**src/hw/scbbx_regs.vh**
```
// Constants for the shift, carry, bit and branch execution unit
`ifndef SCBBX_REGS_VH
`define SCBBX_REGS_VH

// Widths
`define SCBBX_INSTR_W      14
`define SCBBX_PC_W         15
`define SCBBX_DATA_W       8
`define SCBBX_FADDR_W      7
`define SCBBX_BIDX_W       3
`define SCBBX_BRK_W        9

// Reset values and counter increments
`define SCBBX_PC_RST       15'h0000
`define SCBBX_W_RST        8'h00
`define SCBBX_FLAG_RST     1'b0
`define SCBBX_PC_ONE       15'h0001
`define SCBBX_PC_TWO       15'h0002
`define SCBBX_FADDR_RST    7'h00
`define SCBBX_DATA_RST     8'h00

// Instruction fields
`define SCBBX_FADDR_HI     6
`define SCBBX_FADDR_LO     0
`define SCBBX_DEST_BIT     7
`define SCBBX_BIDX_HI      9
`define SCBBX_BIDX_LO      7
`define SCBBX_BRK_HI       8
`define SCBBX_BRK_LO       0
`define SCBBX_BRK_SIGN     8
`define SCBBX_BRK_EXT_W    6
`define SCBBX_BIT_ONE      8'h01

// Opcode fields and values
`define SCBBX_OPB_HI       13
`define SCBBX_OPB_LO       8
`define SCBBX_OPK_HI       13
`define SCBBX_OPK_LO       10
`define SCBBX_OPR_HI       13
`define SCBBX_OPR_LO       9
`define SCBBX_OP_ASR       6'h37
`define SCBBX_OP_ADDC      6'h3D
`define SCBBX_OP_BCLR      4'h4
`define SCBBX_OP_SKZ       4'h6
`define SCBBX_OP_SKO       4'h7
`define SCBBX_OP_RJMP      5'h19

// Destination select values
`define SCBBX_DEST_W       1'b0
`define SCBBX_DEST_F       1'b1

// Adder slices
`define SCBBX_NIB_W        4
`define SCBBX_NIB_CARRY    4
`define SCBBX_SUM_CARRY    8

`endif

```
**src/hw/scbbx_alu.v**
```verilog
// Result and flag datapath of the execution unit
`timescale 1ns/1ps
`default_nettype none
`include "scbbx_regs.vh"

module scbbx_alu (
  // Operands
  input  wire [7:0] w_i,
  input  wire [7:0] f_i,
  input  wire       c_i,
  input  wire [2:0] bit_sel_i,
  // Operation select
  input  wire       asr_i,
  input  wire       addc_i,
  input  wire       bclr_i,
  // Results
  output reg  [7:0] res_o,
  output reg        c_o,
  output reg        dc_o,
  output wire       z_o,
  output wire       bit_val_o
);

  wire [8:0] sum;
  wire [4:0] nib;
  wire [7:0] kept;
  wire [7:0] clr_mask;

  assign sum = {1'b0, w_i} + {1'b0, f_i} + {8'h00, c_i};
  assign nib = {1'b0, w_i[3:0]} + {1'b0, f_i[3:0]} + {4'h0, c_i};

  // Per-bit clear mask
  assign clr_mask = `SCBBX_BIT_ONE << bit_sel_i;
  genvar i;
  generate
    for (i = 0; i < `SCBBX_DATA_W; i = i + 1) begin : g_bit
      assign kept[i] = f_i[i] & ~clr_mask[i];
    end
  endgenerate

  assign bit_val_o = f_i[bit_sel_i];
  assign z_o       = (res_o == 8'h00);

  always @* begin
    res_o = f_i;
    c_o   = c_i;
    dc_o  = 1'b0;
    if (asr_i) begin
      res_o = {f_i[7], f_i[7:1]};
      c_o   = f_i[0];
    end else if (addc_i) begin
      res_o = sum[7:0];
      c_o   = sum[`SCBBX_SUM_CARRY];
      dc_o  = nib[`SCBBX_NIB_CARRY];
    end else if (bclr_i) begin
      res_o = kept;
    end
  end

endmodule
`default_nettype wire

```
**src/hw/scbbx_exec.v**
```verilog
// Execution unit for shift, add with carry, bit clear, bit skips and relative jump
// How it works
// - Shift right, old bit 0 into carry
// - Bit 7 of shift result keeps sign
// - Destination bit picks accumulator or file register
// - Add W, file, carry; set C, DC, Z
// - Bit clear zeroes selected bit only
// - Skip-if-zero runs next when bit is one
// - Skip-if-zero on zero: next becomes no-op
// - Skip-if-one on one: next becomes no-op
// - Jump to incremented counter plus signed offset
// - Relative jump takes two cycles, flushes next
`timescale 1ns/1ps
`default_nettype none
`include "scbbx_regs.vh"

module scbbx_exec (
  // Clock and reset
  input  wire        core_clk_i,
  input  wire        resetn_i,
  // Instruction stream
  input  wire        instr_valid_i,
  input  wire [13:0] instr_i,
  // File register read
  output wire [6:0]  file_raddr_o,
  input  wire [7:0]  file_rdata_i,
  // File register write
  output reg         file_we_o,
  output reg  [6:0]  file_waddr_o,
  output reg  [7:0]  file_wdata_o,
  // Core state
  output wire [14:0] program_counter_o,
  output wire [7:0]  w_o,
  output wire        carry_o,
  output wire        nibble_overflow_bit_o,
  output wire        zero_o,
  // Cycle status
  output wire        no_op_cycle_o,
  output reg         instr_done_o
);

  localparam [1:0] ST_EXEC  = 2'b01;
  localparam [1:0] ST_FLUSH = 2'b10;

  reg  [1:0]  state_r;
  reg  [1:0]  state_nxt;
  reg  [14:0] pc_r;
  reg  [14:0] pc_nxt;
  reg  [7:0]  w_r;
  reg  [7:0]  w_nxt;
  reg         c_r;
  reg         c_nxt;
  reg         dc_r;
  reg         dc_nxt;
  reg         z_r;
  reg         z_nxt;
  reg         we_nxt;
  reg  [7:0]  wdata_nxt;
  reg  [6:0]  waddr_nxt;
  reg         done_nxt;

  wire        take;
  wire        dec_asr;
  wire        dec_addc;
  wire        dec_bclr;
  wire        dec_skz;
  wire        dec_sko;
  wire        dec_rjmp;
  wire        dest;
  wire [2:0]  bit_sel;
  wire [8:0]  jump_k;
  wire [14:0] pc_inc;
  wire [14:0] pc_jump;
  wire [14:0] pc_skip;
  wire [7:0]  alu_res;
  wire        alu_c;
  wire        alu_dc;
  wire        alu_z;
  wire        bit_val;

  // Decode
  assign take     = instr_valid_i & (state_r == ST_EXEC);
  assign dec_asr  = take & (instr_i[`SCBBX_OPB_HI:`SCBBX_OPB_LO] == `SCBBX_OP_ASR);
  assign dec_addc = take & (instr_i[`SCBBX_OPB_HI:`SCBBX_OPB_LO] == `SCBBX_OP_ADDC);
  assign dec_bclr = take & (instr_i[`SCBBX_OPK_HI:`SCBBX_OPK_LO] == `SCBBX_OP_BCLR);
  assign dec_skz  = take & (instr_i[`SCBBX_OPK_HI:`SCBBX_OPK_LO] == `SCBBX_OP_SKZ);
  assign dec_sko  = take & (instr_i[`SCBBX_OPK_HI:`SCBBX_OPK_LO] == `SCBBX_OP_SKO);
  assign dec_rjmp = take & (instr_i[`SCBBX_OPR_HI:`SCBBX_OPR_LO] == `SCBBX_OP_RJMP);

  assign dest         = instr_i[`SCBBX_DEST_BIT];
  assign bit_sel      = instr_i[`SCBBX_BIDX_HI:`SCBBX_BIDX_LO];
  assign jump_k       = instr_i[`SCBBX_BRK_HI:`SCBBX_BRK_LO];
  assign file_raddr_o = instr_i[`SCBBX_FADDR_HI:`SCBBX_FADDR_LO];

  // Next address, incremented and relative
  assign pc_inc  = pc_r + `SCBBX_PC_ONE;
  assign pc_jump = pc_inc + {{`SCBBX_BRK_EXT_W{jump_k[`SCBBX_BRK_SIGN]}}, jump_k};
  // Skip resumes past the discarded word
  assign pc_skip = pc_r + `SCBBX_PC_TWO;

  scbbx_alu u_alu (
    .w_i       (w_r),
    .f_i       (file_rdata_i),
    .c_i       (c_r),
    .bit_sel_i (bit_sel),
    .asr_i     (dec_asr),
    .addc_i    (dec_addc),
    .bclr_i    (dec_bclr),
    .res_o     (alu_res),
    .c_o       (alu_c),
    .dc_o      (alu_dc),
    .z_o       (alu_z),
    .bit_val_o (bit_val)
  );

  // Next state
  always @* begin
    state_nxt = state_r;
    pc_nxt    = pc_r;
    w_nxt     = w_r;
    c_nxt     = c_r;
    dc_nxt    = dc_r;
    z_nxt     = z_r;
    we_nxt    = 1'b0;
    wdata_nxt = file_wdata_o;
    waddr_nxt = file_waddr_o;
    done_nxt  = 1'b0;
    case (state_r)
      ST_EXEC: begin
        if (instr_valid_i) begin
          pc_nxt   = pc_inc;
          done_nxt = 1'b1;
          if (dec_asr | dec_addc) begin
            c_nxt = alu_c;
            z_nxt = alu_z;
            if (dec_addc) begin
              dc_nxt = alu_dc;
            end
            if (dest == `SCBBX_DEST_W) begin
              w_nxt = alu_res;
            end else begin
              we_nxt    = 1'b1;
              waddr_nxt = file_raddr_o;
              wdata_nxt = alu_res;
            end
          end else if (dec_bclr) begin
            we_nxt    = 1'b1;
            waddr_nxt = file_raddr_o;
            wdata_nxt = alu_res;
          end else if (dec_skz) begin
            if (!bit_val) begin
              pc_nxt    = pc_skip;
              state_nxt = ST_FLUSH;
              done_nxt  = 1'b0;
            end else begin
              done_nxt  = 1'b1;
            end
          end else if (dec_sko) begin
            if (bit_val) begin
              pc_nxt    = pc_skip;
              state_nxt = ST_FLUSH;
              done_nxt  = 1'b0;
            end
          end else if (dec_rjmp) begin
            pc_nxt    = pc_jump;
            state_nxt = ST_FLUSH;
            done_nxt  = 1'b0;
          end
        end
      end
      ST_FLUSH: begin
        // Fetched word discarded, executed as a no-op
        if (instr_valid_i) begin
          state_nxt = ST_EXEC;
          done_nxt  = 1'b1;
        end
      end
      default: begin
        state_nxt = ST_EXEC;
      end
    endcase
  end

  // Registers
  always @(posedge core_clk_i or negedge resetn_i) begin
    if (!resetn_i) begin
      state_r      <= ST_EXEC;
      pc_r         <= `SCBBX_PC_RST;
      w_r          <= `SCBBX_W_RST;
      c_r          <= `SCBBX_FLAG_RST;
      dc_r         <= `SCBBX_FLAG_RST;
      z_r          <= `SCBBX_FLAG_RST;
      file_we_o    <= 1'b0;
      file_waddr_o <= `SCBBX_FADDR_RST;
      file_wdata_o <= `SCBBX_DATA_RST;
      instr_done_o <= 1'b0;
    end else begin
      state_r      <= state_nxt;
      pc_r         <= pc_nxt;
      w_r          <= w_nxt;
      c_r          <= c_nxt;
      dc_r         <= dc_nxt;
      z_r          <= z_nxt;
      file_we_o    <= we_nxt;
      file_waddr_o <= waddr_nxt;
      file_wdata_o <= wdata_nxt;
      instr_done_o <= done_nxt;
    end
  end

  // Outputs
  assign program_counter_o     = pc_r;
  assign w_o                   = w_r;
  assign carry_o               = c_r;
  assign nibble_overflow_bit_o = dc_r;
  assign zero_o                = z_r;
  assign no_op_cycle_o         = state_r[1];

endmodule
`default_nettype wire

```
**config.mk**
```make
export PLATFORM = sky130hd
export DESIGN_NAME = scbbx_exec
export DESIGN_NICKNAME = d
export VERILOG_FILES = /design/src/hw/scbbx_alu.v /design/src/hw/scbbx_exec.v
export VERILOG_INCLUDE_DIRS = /design/src /design/src/hw
export SDC_FILE = /design/constraint.sdc
export NUM_CORES = 1
export LEC_CHECK = 0
export BUFFER_PORTS_ARGS = -buffer_cell sky130_fd_sc_hd__buf_2
export CELL_PAD_IN_SITES_DETAIL_PLACEMENT = 1
export CELL_PAD_IN_SITES_GLOBAL_PLACEMENT = 2
export CORE_MARGIN = 5
export CORE_UTILIZATION = 30
export DETAILED_ROUTE_END_ITERATION = 16
export PLACE_DENSITY_LB_ADDON = 0.1
export SYNTH_ARGS = -nofsm -noshare
export SYNTH_HDL_FRONTEND = slang
export SYNTH_SLANG_ARGS = --single-unit
```
**constraint.sdc**
```tcl
create_clock -name core_clk_i -period 3.81 [get_ports core_clk_i]
set_clock_uncertainty 0.2 [all_clocks]
set_input_delay 0.762 -clock core_clk_i [delete_from_list [all_inputs] [get_ports core_clk_i]]
set_output_delay 0.762 -clock core_clk_i [all_outputs]
set_load 0.02 [all_outputs]
```
==> summary.md <==
| Metric | Value |
|---|---|
| Worst relative slew slack | just under 50% |
| # diodes | 0 |
| DP Wirelength | roughly 12000 µm |
| Rows | 42 |
| Die Y-Extent | 126 µm |
| H-tree depth | 2 |
| FF+latch count, synth | between 40 and 50 |
| Post-synthesis simple-gate area fraction | roughly a fifth |
| Distinct cells, synth | 66 |
| Die width | 126 µm |
| Fraction of the mapped netlist area in compound gates | 22.7% |
| GRT Total Usage | 18.5% |
| Initial DRC count | 266 |
| DR pass1 iterations | 4 |
| WS Path Type | reg -> reg |
| Combinational family with the most area after synthesis | compound AO/OA/AOI/OAI gates |
| Root Driver | clkbuf_16 |
| Worst R2R Path Depth | 15 |
| Clock Latency Late Sink | around 0.3 ns |
| Maximum fanout along the worst path | 4 |
| First-pass GRT wire length | roughly 23000 µm |
| Most frequent cells after synthesis | nand2_1, dfrtp_1, a21oi_1 |
| Clock Path Buffers | 2 |
| Via count | 4002 |
| Antenna Nets Post-Route | 0 |
| Clk pwr share | 16.0% |
| Critical Path End Type | flop |
| Type of origin of the critical path | flop |
| Final #Nets | roughly 630 |
| Fmax achieved | 276 MHz |
| Clk slew on worst S/H paths | 0.07 ns |
| Int Pwr | 0.00179 W |
| Post-synthesis sequential area ratio | 28.1% |
| Final critical-path share of the clock period | 95.0% |
| Register share of total power | 24.4% |
| Die Footprint | 15800 µm² |
| GP Congestion | 0.833 |
| TritonCTS clock tree | yes |
| Vias in the first global route | 4154 |
| Maximum vdd ir drop | about 320 µV |
| EDFF count, synth | 0 |
| Crit path required time | 3.80 ns |
| Largest cells by area after synthesis | dfrtp_1, ha_1, xnor2_1 |
| Clock sink count | 45 |
| Initial Util | 30.4% |
| Leakage power total | 2.28 nW |
| Synthesis Warnings | 0 |
| Vias per cell | 5.34 |
| Mux share of post-synthesis cell area | 5.24% |
| Gate power share | between 50% and 60% |
| # setup viols final | 0 |
| Layout cell share with drive strength beyond 1 | roughly a quarter |
| FFs w/ async S/R, synth | 100% |
| Boundary pin count | 76 |
| Hold crit path type | reg -> reg |
| Final core utilization | 37.5% |
| Crit path DAT | approximately 3.6 ns |
| Num CTS Buffers | 5 |
| Fin. max-slew vios | 0 |
| GRT Residual Overflow | 0 |
| WL/cell | 19.5 µm |
| Post-synthesis cell area | 4010 µm² |
| DRC | 0 |
| Power density cells | between 600 and 700 nW/µm² |
| Setup TNS | 0 ns |
| Hold Path Depth | 2 |
| Post-synthesis xor/xnor area fraction | ~7.6% |
| Crit path time final | 3.62 ns |
| Synth Flop Type | dfrtp_1 |
| Layout area overhead | 23.2% |
| RSZ-0062 raised after global routing | false |
| WL final | 14600 µm |
| Top-area cell type share of the netlist area | 27.4% |
| Mapped Cells | 484 |
| Status | complete, no violations |
| Setup slack after layout | 0.191 ns |
| Average size of a mapped cell | 8.29 µm² |
| Max_cap viols | 0 |
| Buffers on Ports | 75 |
| Maximum number of pins on one net before global-route repair | 30 |
| Core box area | 13200 µm² |
| Fin. Hold Viols | 0 |
| Least-Margin Pin Slew | 0.778 ns |
| Synth Area in Adders | 10.2% |
| Count leader, synth | nand2_1 |
| Post-Syn Nets | 540 |
| Initial antenna violation count | 0 |
| Cell taking the most area after synthesis | dfrtp_1 |
| Switch share | between 40% and 50% |
| Switch Pwr | 0.00153 W |
| Dpl ws | 0.120 ns |
[cells in the final DEF (no fill, tap or decap), types with 6 or more instances in the layout]
| cell type | count |
|---|---|
| a21o_1 | 6 |
| ha_1 | 27 |
| nor2b_1 | 8 |
| and3_1 | 7 |
| nand3_1 | 17 |
| dfrtp_1 | 43 |
| xnor2_1 | 23 |
| xor2_1 | 9 |
| nand2_1 | 53 |
| o21ai_0 | 34 |
| buf_2 | 75 |
| o22ai_1 | 6 |
| a31oi_1 | 7 |
| nor3_1 | 7 |
| a21oi_1 | 40 |
| mux2_2 | 10 |
| nand2b_1 | 10 |
| buf_4 | 33 |
| nor2_1 | 31 |
| inv_1 | 20 |
[registers in the layout, summed over array words and instances, names as in the netlist]
signal                 flops
file_we_o                  1
w_o                        8
nibble_overflow_bit_o      1
program_counter_o         15
zero_o                     1
state_r                    2
instr_done_o               1
carry_o                    1
file_waddr_o               7
file_wdata_o               8
[metrics by stage]
step | instance area (µm²) | power, W | cells | hold slack, ns
3_5_place_dp | 4730 | 0.00276 | 742 | 0.278
3_3_place_gp | 4730 | 0.00272 | 742 | 0.267
5_1_grt | 4940 | 0.00359 | 750 | 0.313
2_1_floorplan | 4020 | 0.00213 | 484 | 0.266
4_1_cts | 4900 | 0.00332 | 750 | 0.294
6_report | 4940 | 0.00331 | 750 | 0.285
[power by group through the flow]
stage	combinational (W)	sequential [W]	clock, W
floorplan	0.00112	0.00101	0
global placement	0.00191	0.000805	0
detailed placement	0.00194	0.000815	0
CTS	0.00195	0.000807	0.000554
global route	0.00217	0.000840	0.000579
finish	0.00197	0.000808	0.000531
[path summary, 6_finish.rpt]
path	slack (ns)	end	start
setup reg to reg	0.19	program_counter_o[14]	program_counter_o[2]
setup / recovery	0.19	program_counter_o[14]	program_counter_o[2]
min in group asynchronous	0.34	nibble_overflow_bit_o	resetn_i
max in group asynchronous	2.34	file_waddr_o[3]	resetn_i
hold / removal	0.28	file_wdata_o[5]	file_wdata_o[5]
hold reg to reg	0.28	file_wdata_o[5]	file_wdata_o[5]
[logic make-up after synthesis]
| kind of cell | count (synthesis) |
|---|---|
| AO/OA/AOI/OAI | 145 |
| XOR/XNOR | 34 |
| adder cells (fa/ha/maj) | 31 |
| buffers and inverters | 46 |
| flip-flops | 45 |
| multiplexers | 16 |
| AND/OR/NAND/NOR | 167 |
[timing repair]
action	in CTS	in global routing
buffers inserted	0	0
gates resized for setup	0	6
setup endpoints to repair	0	2
hold buffers	0	0
[critical path, stage by stage, from the launching register on]
cell and delay (ns):
dfrtp_2 0.43, ha_4 0.17, and3_1 0.18, and2_1 0.16, nand3_1 0.09, xnor2_1 0.12
ha_1 0.26, and2_1 0.17, or4_4 0.44, o2111ai_4 0.25, a21oi_2 0.10, or4_1 0.50
nand3_1 0.11, a22o_1 0.14, nor2_1 0.05, xnor2_1 0.13
[metal layers]
metal,vias to the layer above,GRT usage (%),wire (µm)
met5,-,0,0
met4,0,2.55,127
met3,10,3.73,596
met2,82,30.2,6770
met1,1981,26.2,7130
li1,1929,-,-
[final cells by class]
type	instances	area, µm²
fill	1606	8250
multi-input combinational	393	2720
sequential	45	1130
timing repair buffer	108	623
tap	176	220
clock buffer	5	125
inverter	20	75.1
clock inverter	3	50.0
Power figures use the tool's default switching activity.
